`config.mk`:
```
export PLATFORM = sky130hd
export DESIGN_NAME = fmp_regs
export DESIGN_NICKNAME = d
export VERILOG_FILES = /design/src/design/fmp_pkg.sv /design/src/design/fmp_regs.sv /design/src/design/fmp_seq.sv
export SDC_FILE = /design/constraint.sdc
export NUM_CORES = 1
export LEC_CHECK = 0
export ABC_AREA = 1
export BUFFER_PORTS_ARGS = -buffer_cell sky130_fd_sc_hd__buf_2
export CAP_MARGIN = 20
export CORE_ASPECT_RATIO = 0.9
export CORE_UTILIZATION = 45
export CTS_CLUSTER_SIZE = 25
export DETAILED_ROUTE_END_ITERATION = 12
export PLACE_DENSITY = 0.79
export SYNTH_ARGS = -nofsm -noshare
export SYNTH_HDL_FRONTEND = slang
export SYNTH_SLANG_ARGS = --single-unit
```
`constraint.sdc`:
```
create_clock -name mclk_in -period 1.7 [get_ports mclk_in]
set_input_delay 0 -clock mclk_in [delete_from_list [all_inputs] [get_ports mclk_in]]
set_output_delay 0 -clock mclk_in [all_outputs]
set_load 0.05 [all_outputs]
```
`src/design/fmp_pkg.sv`:
```
/*
 * fmp_pkg: shared constants and types for the keyed flash mode register bank.
 * assumes: an 8-bit peripheral store path with a 16-bit store address.
 */
package fmp_pkg;
    // ------------------------------------------------------------
    // register addresses
    // ------------------------------------------------------------
    localparam logic [15:0] ADDR_MODE_CTRL = 16'hffc4;
    localparam logic [15:0] ADDR_KEY       = 16'hffc0;
    localparam logic [15:0] ADDR_STATUS    = 16'hffc2;

    // ------------------------------------------------------------
    // values and field positions
    // ------------------------------------------------------------
    localparam logic [7:0] KEY_VALUE       = 8'ha5;
    localparam logic [7:0] RST_USER        = 8'h08;
    localparam logic [7:0] RST_ONBOARD     = 8'h0c;
    localparam logic [7:0] RST_STATUS      = 8'h00;
    localparam logic [7:0] ZERO_BYTE       = 8'h00;
    localparam int         BIT_WE_DIS      = 3;
    localparam int         BIT_PIN_LVL     = 2;
    localparam int         BIT_SPM_HI      = 1;
    localparam int         BIT_SPM_LO      = 0;
    localparam int         BIT_SEQ_ERR     = 0;
    localparam logic [3:0] MODE_CTRL_MASK  = 4'hf;
    localparam logic [15:0] FW_ENTRY_ADDR  = 16'h8100;

    typedef enum logic [1:0] {
        FMP_SPM_NORMAL = 2'b00,
        FMP_SPM_A1     = 2'b01,
        FMP_SPM_BAD    = 2'b10,
        FMP_SPM_A2     = 2'b11
    } fmp_spm_t;

    // one cpu store to the peripheral space
    typedef struct packed {
        logic        valid;
        logic        fw;     // store issued by firmware
        logic [15:0] addr;
        logic [7:0]  data;
    } fmp_store_t;
endpackage

```
`src/design/fmp_regs.sv`:
```
/*
 * fmp_regs: mode control, key and status registers for flash self-programming.
 * assumes: cpu stores arrive one per cycle; reads are combinational-free, taken
 * from the registered read port one cycle after the read request.
 */
`timescale 1ns/100ps
`default_nettype none
// Operation
// - reset mode register to 08H in user mode, 0CH on-board.
// - bit 2 reflects mode pin level, read-only.
// - writing/erasing allowed only when disable bit 0 and pin bit 1.
// - mode field 00 normal, 01 A1 call 8100H, 11 A2 firmware fetch, 10 prohibited; the code commits 10 like any other value.
// - mode A2 can only be entered by firmware.
// - on-board programming mode ignores the self-programming mode field.
// - upper mode bit selects cpu address or firmware-set address.
// - mode register committed only by fourth store of keyed sequence.
// - failed sequence leaves register unchanged and raises error flag.
// - key store with value other than A5H raises error.
// - store to other register during sequence raises error.
// - third store not inverse of second raises error.
// - fourth store differing from second raises error.
// - error flag sticky in status bit 0, cleared by written 0, resets 00H.
// - key register has no reset value.
module fmp_regs (
    input  wire logic              mclk_in,        // system clock, 200 MHz
    input  wire logic              resetn_in,      // async reset, active low
    input  wire logic              onboard_in,     // device in on-board programming mode
    input  wire logic              flash_mode_pin_in, // mode pin level
    input  wire fmp_pkg::fmp_store_t st_in,        // cpu store
    input  wire logic              rd_in,          // read request
    input  wire logic [15:0]       rd_addr_in,     // read address
    input  wire logic [15:0]       cpu_addr_in,    // cpu flash address
    input  wire logic [15:0]       fw_addr_in,     // firmware flash address
    output logic [7:0]             rd_data_out,    // read data
    output logic [7:0]             flash_mode_control_out, // mode register
    output logic                   flash_we_ok_out, // write/erase permitted
    output logic                   fetch_fw_out,   // fetch from firmware rom
    output logic                   fw_call_ok_out, // firmware entry call allowed
    output logic [15:0]            flash_addr_out, // selected flash address
    output logic                   protect_sequence_error_out // sticky error flag
);
    logic       commit;
    logic [7:0] commit_val;
    logic       viol;
    logic [3:0] ctrl;         // bits 3..0 of mode register, bit 2 unused here
    logic       pin_lvl;
    logic       boot_done;
    logic       err;
    logic       err_clr;
    logic       commit_fw;
    logic [1:0] next_spm;
    logic [7:0] mode_view;

    fmp_seq u_seq (
        .mclk_in    (mclk_in),
        .resetn_in  (resetn_in),
        .st_in      (st_in),
        .commit_out (commit),
        .value_out  (commit_val),
        .viol_out   (viol)
    );

    // ------------------------------------------------------------
    // mode control register
    // ------------------------------------------------------------
    // firmware marker of the fourth store, aligned with the commit pulse
    always_ff @(posedge mclk_in or negedge resetn_in) begin
        if (!resetn_in) begin
            commit_fw <= 1'b0;
        end else begin
            commit_fw <= st_in.valid && st_in.fw;
        end
    end

    // user software asking for A2 keeps the old field rather than half-applying
    always_comb begin
        next_spm = commit_val[fmp_pkg::BIT_SPM_HI:fmp_pkg::BIT_SPM_LO];
        if (next_spm == fmp_pkg::FMP_SPM_A2 && !commit_fw) begin
            next_spm = ctrl[fmp_pkg::BIT_SPM_HI:fmp_pkg::BIT_SPM_LO];
        end
    end

    // reset value depends on a strap, so it is loaded on the first clock after release
    always_ff @(posedge mclk_in or negedge resetn_in) begin
        if (!resetn_in) begin
            ctrl      <= fmp_pkg::RST_USER[3:0];
            boot_done <= 1'b0;
        end else if (!boot_done) begin
            boot_done <= 1'b1;
            ctrl      <= onboard_in ? fmp_pkg::RST_ONBOARD[3:0]
                                    : fmp_pkg::RST_USER[3:0];
        end else if (commit) begin
            ctrl[fmp_pkg::BIT_WE_DIS] <= commit_val[fmp_pkg::BIT_WE_DIS];
            ctrl[fmp_pkg::BIT_SPM_HI:fmp_pkg::BIT_SPM_LO] <= next_spm;
        end
    end

    always_ff @(posedge mclk_in or negedge resetn_in) begin
        if (!resetn_in) begin
            pin_lvl <= 1'b0;
        end else begin
            pin_lvl <= flash_mode_pin_in;
        end
    end

    always_comb begin
        mode_view = fmp_pkg::ZERO_BYTE;
        mode_view[3:0] = ctrl & fmp_pkg::MODE_CTRL_MASK;
        mode_view[fmp_pkg::BIT_PIN_LVL] = pin_lvl;
    end

    // ------------------------------------------------------------
    // status register
    // ------------------------------------------------------------
    assign err_clr = st_in.valid && st_in.addr == fmp_pkg::ADDR_STATUS
                     && !st_in.data[fmp_pkg::BIT_SEQ_ERR];

    // set wins over a clear in the same cycle
    always_ff @(posedge mclk_in or negedge resetn_in) begin
        if (!resetn_in) begin
            err <= fmp_pkg::RST_STATUS[fmp_pkg::BIT_SEQ_ERR];
        end else if (viol) begin
            err <= 1'b1;
        end else if (err_clr) begin
            err <= 1'b0;
        end
    end

    // ------------------------------------------------------------
    // outputs and read port
    // ------------------------------------------------------------
    always_ff @(posedge mclk_in or negedge resetn_in) begin
        if (!resetn_in) begin
            flash_mode_control_out     <= fmp_pkg::RST_USER;
            flash_we_ok_out            <= 1'b0;
            fetch_fw_out               <= 1'b0;
            fw_call_ok_out             <= 1'b0;
            flash_addr_out             <= '0;
            protect_sequence_error_out <= 1'b0;
            rd_data_out                <= fmp_pkg::ZERO_BYTE;
        end else begin
            flash_mode_control_out     <= mode_view;
            flash_we_ok_out            <= !ctrl[fmp_pkg::BIT_WE_DIS] && pin_lvl;
            fetch_fw_out   <= !onboard_in
                && ctrl[1:0] == fmp_pkg::FMP_SPM_A2;
            fw_call_ok_out <= !onboard_in
                && ctrl[1:0] == fmp_pkg::FMP_SPM_A1;
            flash_addr_out <= (!onboard_in && ctrl[fmp_pkg::BIT_SPM_HI])
                ? fw_addr_in : cpu_addr_in;
            protect_sequence_error_out <= err;
            rd_data_out <= fmp_pkg::ZERO_BYTE;
            if (rd_in && rd_addr_in == fmp_pkg::ADDR_MODE_CTRL) begin
                rd_data_out <= mode_view;
            end else if (rd_in && rd_addr_in == fmp_pkg::ADDR_STATUS) begin
                rd_data_out[fmp_pkg::BIT_SEQ_ERR] <= err;
            end
        end
    end

    // ------------------------------------------------------------
    // checks
    // ------------------------------------------------------------
    chk_reset_value: assert property (@(posedge mclk_in) disable iff (!resetn_in)
        (!boot_done) |=> ctrl == (onboard_in ? fmp_pkg::RST_ONBOARD[3:0]
                                             : fmp_pkg::RST_USER[3:0])
                         || $past(onboard_in) != onboard_in)
        else $error("wrong mode reset value");
    chk_pin_bit: assert property (@(posedge mclk_in) disable iff (!resetn_in)
        ##1 flash_mode_control_out[fmp_pkg::BIT_PIN_LVL] == $past(pin_lvl))
        else $error("pin bit does not follow pin");
    chk_we_gate: assert property (@(posedge mclk_in) disable iff (!resetn_in)
        ##1 flash_we_ok_out == (!$past(ctrl[fmp_pkg::BIT_WE_DIS]) && $past(pin_lvl)))
        else $error("write enable does not follow gate");
    chk_no_user_a2: assert property (@(posedge mclk_in) disable iff (!resetn_in)
        (commit && !commit_fw && ctrl[1:0] != fmp_pkg::FMP_SPM_A2)
        |=> ctrl[1:0] != fmp_pkg::FMP_SPM_A2)
        else $error("user entered mode A2");
    chk_onboard_ignore: assert property (@(posedge mclk_in) disable iff (!resetn_in)
        onboard_in ##1 onboard_in |-> !fetch_fw_out && !fw_call_ok_out)
        else $error("mode field acted on-board");
    chk_ctrl_stable: assert property (@(posedge mclk_in) disable iff (!resetn_in)
        (boot_done && !commit) |=> $stable(ctrl))
        else $error("mode register changed without commit");
    chk_err_sticky: assert property (@(posedge mclk_in) disable iff (!resetn_in)
        (err && !err_clr) |=> err)
        else $error("error flag dropped");
    chk_viol_sets: assert property (@(posedge mclk_in) disable iff (!resetn_in)
        viol |=> err)
        else $error("violation did not set flag");
endmodule // fmp_regs
`default_nettype wire

```
`src/design/fmp_seq.sv`:
```
/*
 * fmp_seq: unlock tracker for the keyed four-store mode register update.
 * assumes: one store per cycle at most, peripheral stores only.
 */
`timescale 1ns/100ps
`default_nettype none
module fmp_seq (
    input  wire logic              mclk_in,     // system clock
    input  wire logic              resetn_in,   // async reset, active low
    input  wire fmp_pkg::fmp_store_t st_in,     // store request
    output logic                   commit_out,  // fourth store accepted
    output logic [7:0]             value_out,   // value to commit
    output logic                   viol_out     // sequence violation pulse
);
    typedef enum logic [1:0] {FMP_IDLE, FMP_KEYED, FMP_FIRST, FMP_INV} fmp_seq_t;
    fmp_seq_t   state;
    logic [7:0] held;
    logic       to_ctrl;
    logic       to_key;

    assign to_ctrl = st_in.valid && (st_in.addr == fmp_pkg::ADDR_MODE_CTRL);
    assign to_key  = st_in.valid && (st_in.addr == fmp_pkg::ADDR_KEY);

    always_ff @(posedge mclk_in or negedge resetn_in) begin
        if (!resetn_in) begin
            state      <= FMP_IDLE;
            commit_out <= 1'b0;
            viol_out   <= 1'b0;
        end else begin
            commit_out <= 1'b0;
            viol_out   <= 1'b0;
            if (st_in.valid) begin
                case (state)
                    FMP_IDLE: begin
                        if (to_key && st_in.data == fmp_pkg::KEY_VALUE) begin
                            state <= FMP_KEYED;
                        end else if (to_key || to_ctrl) begin
                            viol_out <= 1'b1;
                        end
                    end
                    FMP_KEYED: begin
                        state <= to_ctrl ? FMP_FIRST : FMP_IDLE;
                        viol_out <= !to_ctrl;
                    end
                    FMP_FIRST: begin
                        state <= (to_ctrl && st_in.data == ~held) ? FMP_INV : FMP_IDLE;
                        viol_out <= !(to_ctrl && st_in.data == ~held);
                    end
                    FMP_INV: begin
                        state <= FMP_IDLE;
                        if (to_ctrl && st_in.data == held) begin
                            commit_out <= 1'b1;
                        end else begin
                            viol_out <= 1'b1;
                        end
                    end
                    default: state <= FMP_IDLE;
                endcase
            end
        end
    end

    // key register itself holds no reset value; only the captured target matters
    always_ff @(posedge mclk_in) begin
        if (state == FMP_KEYED && to_ctrl) begin
            held <= st_in.data;
        end
    end

    assign value_out = held;

    chk_commit_needs_key: assert property (@(posedge mclk_in) disable iff (!resetn_in)
        commit_out |-> $past(state) == FMP_INV) else $error("commit without sequence");
    chk_bad_key_error: assert property (@(posedge mclk_in) disable iff (!resetn_in)
        (state == FMP_IDLE && to_key && st_in.data != fmp_pkg::KEY_VALUE) |=> viol_out)
        else $error("bad key not flagged");
    chk_keyed_other_error: assert property (@(posedge mclk_in) disable iff (!resetn_in)
        (state == FMP_KEYED && st_in.valid && !to_ctrl) |=> viol_out && state == FMP_IDLE)
        else $error("foreign store after key not flagged");
    chk_inverse_error: assert property (@(posedge mclk_in) disable iff (!resetn_in)
        (state == FMP_FIRST && to_ctrl && st_in.data != ~held) |=> viol_out)
        else $error("non-inverse third store not flagged");
    chk_fourth_mismatch: assert property (@(posedge mclk_in) disable iff (!resetn_in)
        (state == FMP_INV && to_ctrl && st_in.data != held) |=> viol_out && !commit_out)
        else $error("fourth mismatch not flagged");
endmodule // fmp_seq
`default_nettype wire

```
# ---- After elaboration in Yosys (flattened, before gate mapping)
# Cells that the tools add are included.
dict set report word_totals {
  ff_bits 47
  ram_bits 0
  latch_bits 0
  rom_bits 0
  input_bits 79
  mem_count 0
}
dict set report op_classes {
  n_lt_le_gt_ge 0
  n_mul 0
  reduce_logical 27
  n_div 0
  n_mux 23
  n_bitwise 1
  n_addsub 0
  shifts 0
  eq_ne 17
}
# cell n
set ops {}
lappend ops {{== test 16 bit, second input constant} 5}
lappend ops {{== test 8 bit} 2}
lappend ops {{logical AND 1 bit} 16}
lappend ops {{2-to-1 mux 16 bit} 1}
lappend ops {{2-to-1 mux 1 bit} 13}
lappend ops {{2-to-1 mux 2 bit} 6}
lappend ops {{== test 2 bit, second input constant} 4}
lappend ops {{== test 8 bit, second input constant} 1}
lappend ops {{inverter 8 bit} 1}
lappend ops {{one-hot mux 2 bit (4 select lines)} 1}
lappend ops {{logical NOT 1 bit} 6}
lappend ops {{== test 2 x 1 -> 1 bit, second input constant} 2}
lappend ops {{inequality test 2 x 1 -> 1 bit, second input constant} 2}
lappend ops {{one-hot mux 1 bit (4 select lines)} 1}
lappend ops {{AND reduction 2 bit} 2}
lappend ops {{2-to-1 mux 3 bit} 1}
lappend ops {{logical NOT 2 bit} 1}
lappend ops {{inequality test 2 bit, second input constant} 1}
lappend ops {{nonzero test 2 bit} 1}
lappend ops {{logical OR 1 bit} 1}

# ---- Depth between registers and ports, before layout
dict set report logic_depth {
  depth_word 7
  mapped_depth 11
  mapped_depth_nobuf 11
}

# ---- Hierarchy
# From an unflattened synthesis, not the netlist that was laid out.
dict set report hier_totals {
  cells_unflattened 293
  area_unflattened_um2 2369.8
}
# module cells_each n_inst area_each_um2
set by_module_without_submodules {}
lappend by_module_without_submodules {fmp_regs 156 1 1506.4}
lappend by_module_without_submodules {fmp_seq 137 1 863.3}

# ---- Worst setup path before layout
# OpenSTA, ideal clock, no wires.
dict set report synth_timing {
  path_type {reg2reg}
  startpoint {register u_seq.state[1]}
  endpoint {register u_seq.held[0] (netlist: u_seq.value_out[0]) (enable)}
  synth_period_minus_slack_ns 1.281
  t_arrival_ns 0.911
  setup_ns 0.370
  setup_slack_ns 0.419
  stages_incl_launch_ff 4
  path_cell_list {dfrtp_1 -> inv_1 -> nand2_1 -> nor2_1}
}
dict set report synth_via {
  elab_chain_cells 2
}
# item line
set synth_lines {}
lappend synth_lines {{start, declared} fmp_seq.sv:16} ;# fmp_seq_t state;
lappend synth_lines {{start signal, assigned} fmp_seq.sv:42} ;# state <= to_ctrl ? FMP_FIRST : FMP_IDLE;
lappend synth_lines {{start signal, assigned} fmp_seq.sv:46} ;# state <= (to_ctrl && st_in.data == ~held) ? FMP_INV : FMP_IDLE;
lappend synth_lines {{== test 2 x 1 -> 1 bit} fmp_seq.sv:65} ;# if (state == FMP_KEYED && to_ctrl) begin
lappend synth_lines {{logical AND 1 bit} fmp_seq.sv:65}
lappend synth_lines {{end signal, assigned} fmp_seq.sv:66} ;# held <= st_in.data;
lappend synth_lines {{end, declared} fmp_seq.sv:17} ;# logic [7:0] held;
# Every way passes these cells.
# A chain may end at the register's enable or synchronous reset.

# ---- Final worst setup path
dict set report layout_timing {
  startpoint {register ctrl[1]}
  endpoint {register flash_addr_out[3]}
}
dict set report layout_via {
  elab_chain_cells 2
}
# item line
set layout_lines {}
lappend layout_lines {{start, declared} fmp_regs.sv:45} ;# logic [3:0] ctrl;
lappend layout_lines {{start signal, assigned} fmp_regs.sv:86} ;# ctrl <= fmp_pkg::RST_USER[3:0];
lappend layout_lines {{start signal, assigned} fmp_regs.sv:90} ;# ctrl <= onboard_in ? fmp_pkg::RST_ONBOARD[3:0]
lappend layout_lines {{start signal, assigned by index} fmp_regs.sv:93} ;# ctrl[fmp_pkg::BIT_WE_DIS] <= commit_val[fmp_pkg::BIT_WE_DIS];
lappend layout_lines {{logical AND 1 bit} fmp_regs.sv:148} ;# flash_addr_out <= (!onboard_in && ctrl[fmp_pkg::BIT_SPM_HI])
lappend layout_lines {{2-to-1 mux 16 bit} fmp_regs.sv:149} ;# ? fw_addr_in : cpu_addr_in;
lappend layout_lines {{end signal, assigned} fmp_regs.sv:148}
lappend layout_lines {{end, declared} fmp_regs.sv:39} ;# output logic [15:0] flash_addr_out,
# Every way passes these cells.

==> flow_summary.toml <==
[logic_synthesis]
ys_seq_elements = 47
yosysUniqueCellTypes = 29
yosysWarnings = 0
syn-cell-area_mm2 = 0.002273
synth.yosys.seq_area_share_pct = 53.60
synth.area.top_cells = "dfrtp_1 41%, edfxtp_1 11%, nand2_1 11%, inv_1 6.3%, mux2_4 5.9%"
synthCells = 248
yosysTopAreaCellShare_pct = 40.73
synth_top_area_cell = "dfrtp_1"
postSynthAreaPerCell_um2 = 9.167

[place]
finalWeightedCongestion = 0.8482
portBuffers = 106
postPlaceCellArea_mm2 = 0.002835
dp_slack_ns = 0.3311
dp_hpwl_mm = 3.768

[timing]
finalSetupViolations = 0
setup_slack_ns = 0.2975
tns_ns = 0
min_period_ns = 1.403
clock.fmax_mhz = 713.0
fin_crit_sh_pct = 82.50
slew_headroom_pct = 45.58
worst-slew-pin-transition_ns = 0.8163
hold_slack_ns = 0.008090
finClkSkew_ns = 0.007812
hold_viol_final = 0
slew_violations = 0
rsz0062_at_grt = "no"

[floorplanning]
die_h_um = 69.43
rows = 24
dieWidth_um = 76.92
dieArea_mm2 = 0.005341
initial_core_util_pct = 46.73
core-area_mm2 = 0.004865
ios = 115

[detailed_routing]
wl_mm = 5.510
num_vias = 2107
ant_nets = 0
drt-pass1-iter-count = 4
vias_per_cell = 4.473
drtIter0Drc = 105
wl_per_cell_um = 11.70
post-route-drc-count = 0

[clock_network]
hold_buffers = 45
cts_setup_buffers = 0
post_cts_resized = 0
root_buffer = "clkbuf_8"
cts_num_sinks = 47
clk_pin_slew_worst_paths_ns = 0.08
cts_max_level = 2
max-clock-path-buffers = 2
cts_tree = "yes"
cts_made_buffers = 5
clkLatencyLatePin_ns = 0.30

[run]
maxCapViolations = 0

[global_route]
grt_max_degree = 40
grt_overflow_total = 0
grt_pass1_wl_mm = 8.990
antenna_found_initial = 0
grt_usage_pct = 21.97
grt_pass1_vias = 2073

[setup_path]
worst_setup_path_end_kind = "register"
start_kind = "register"
crit_fanout = 17
crit_type = "register to register"
crit_arrival_ns = 1.58
cp.required_ns = 1.88

[cells_and_area]
nNetsFinal = 484
fin_area_mm2 = 0.003381
area_growth_pct = 48.71
layout-drive-gt1-share_pct = 34.24
n_antenna_cell = 0

[run_status]
outcome = "complete, no violations"

[power]
pwr_density_cell_mw_per_mm2 = 773.6
p_leak_nw = 1.824
ir_worst_vdd_mv = 0.4217

[min_path]
hp-class = "input pin to register"
-- routing by layer --
layer / GRT usage (%) / part of all wire [%] / up-vias
met3: 3.553 / 4.4 / 11
met1: 24.94 / 40 / 944
met2: 40.67 / 53 / 77
met4: 8.974 / 2.0 / 0
li1: - / - / 1075
met5: 0 / 0 / -
-- through the flow --
step           power, mW  utilization (%)  instances
2_1_floorplan      1.678                -        255
3_3_place_gp       1.843            58.28        418
3_5_place_dp       1.859            58.28        418
4_1_cts            2.626            69.50        471
5_1_grt            2.757            69.50        471
6_report           2.615            69.50        471
-- layout by cell type (no fill, tap or decap), drive strengths merged --
cell,n
o31ai,1
or2,1
o21ai,3
buf,108
o32a,1
nor3,8
nand4,8
and2,1
clkbuf,7
nand3b,1
dlygate4sd3,45
dfrtp,37
inv,39
dfstp,2
nand3,12
edfxtp,8
clkinv,1
a21oi,4
nor2,28
mux2,16
conb,9
nand2,65
o21bai,1
-- flip-flops by register name, summed over array words and instances (netlist names) --
name,count
flash_we_ok_out,1
u_seq.value_out,8
fetch_fw_out,1
pin_lvl,1
fw_call_ok_out,1
flash_mode_control_out,4
commit_fw,1
u_seq.viol_out,1
boot_done,1
flash_addr_out,16
protect_sequence_error_out,1
u_seq.commit_out,1
rd_data_out,4
u_seq.state,2
err,1
ctrl,3
-- cells in the mapped netlist --
cell type / number
nand3_2: 1
dfstp_2: 2
mux2_4: 9
nor3_1: 8
buf_4: 8
o21ai_1: 1
o21ai_0: 2
or2_1: 1
o21bai_1: 1
o32a_1: 1
dfrtp_1: 37
and2_1: 1
nor2_2: 2
inv_1: 38
nand2_1: 64
nand3_1: 11
o31ai_1: 1
inv_2: 1
nand4_1: 8
nand3b_1: 1
a21oi_2: 1
edfxtp_1: 8
buf_12: 1
nand2_2: 1
a21oi_1: 3
mux2_2: 7
conb_1: 2
buf_6: 1
nor2_1: 26
-- cells by family after synthesis --
logic type | count (synthesis) | synth area share [%]
compound gates | 10 | 2.807
other cells | 2 | 0.3303
buf+inv | 49 | 10.46
flops | 47 | 53.60
simple gates | 124 | 23.39
mux | 16 | 9.411
-- worst max-delay path: stages (launching register included) --
cell	delay [ns]
dfrtp_1	0.41
inv_1	0.09
or2_1	0.12
buf_4	0.28
mux2_2	0.39
-- worst paths after layout --
kind / from / endpoint / slack (ns) / depth (start not counted)
worst max-delay path: ctrl[1]$_DFFE_PN0P_ / flash_addr_out[3]$_DFF_PN0_ / 0.30 / 4
worst min register to register: ctrl[3]$_DFFE_PN1P_ / flash_mode_control_out[3]$_DFF_PN1_ / 0.38 / 0
worst max register to register: ctrl[1]$_DFFE_PN0P_ / flash_addr_out[3]$_DFF_PN0_ / 0.30 / 4
max in group asynchronous: resetn_in / u_seq.viol_out$_DFF_PN0_ / 0.85 / 2
worst min-delay path: st_in[25] / u_seq.viol_out$_DFF_PN0_ / 0.008 / 3
min in group asynchronous: resetn_in / pin_lvl$_DFF_PN0_ / 0.33 / 2
-- report_power, final --
group	switching, mW	internal (mW)	leakage, nW	total [mW]
registers	0.0464	1.22	0.542	1.26
clock network	0.355	0.333	0.0484	0.688
logic	0.401	0.264	1.23	0.665
-- cell type report --
class	instances	area (µm²)
fillers	389	1484
flip-flops and latches	47	1219
repair buffers	153	996.0
multi-input cells	159	843.3
inverters	39	146.4
clock buffers	7	86.33
well taps	65	81.33
clock inverters	1	8.758
No activity file was read; power rests on OpenSTA's default activity.
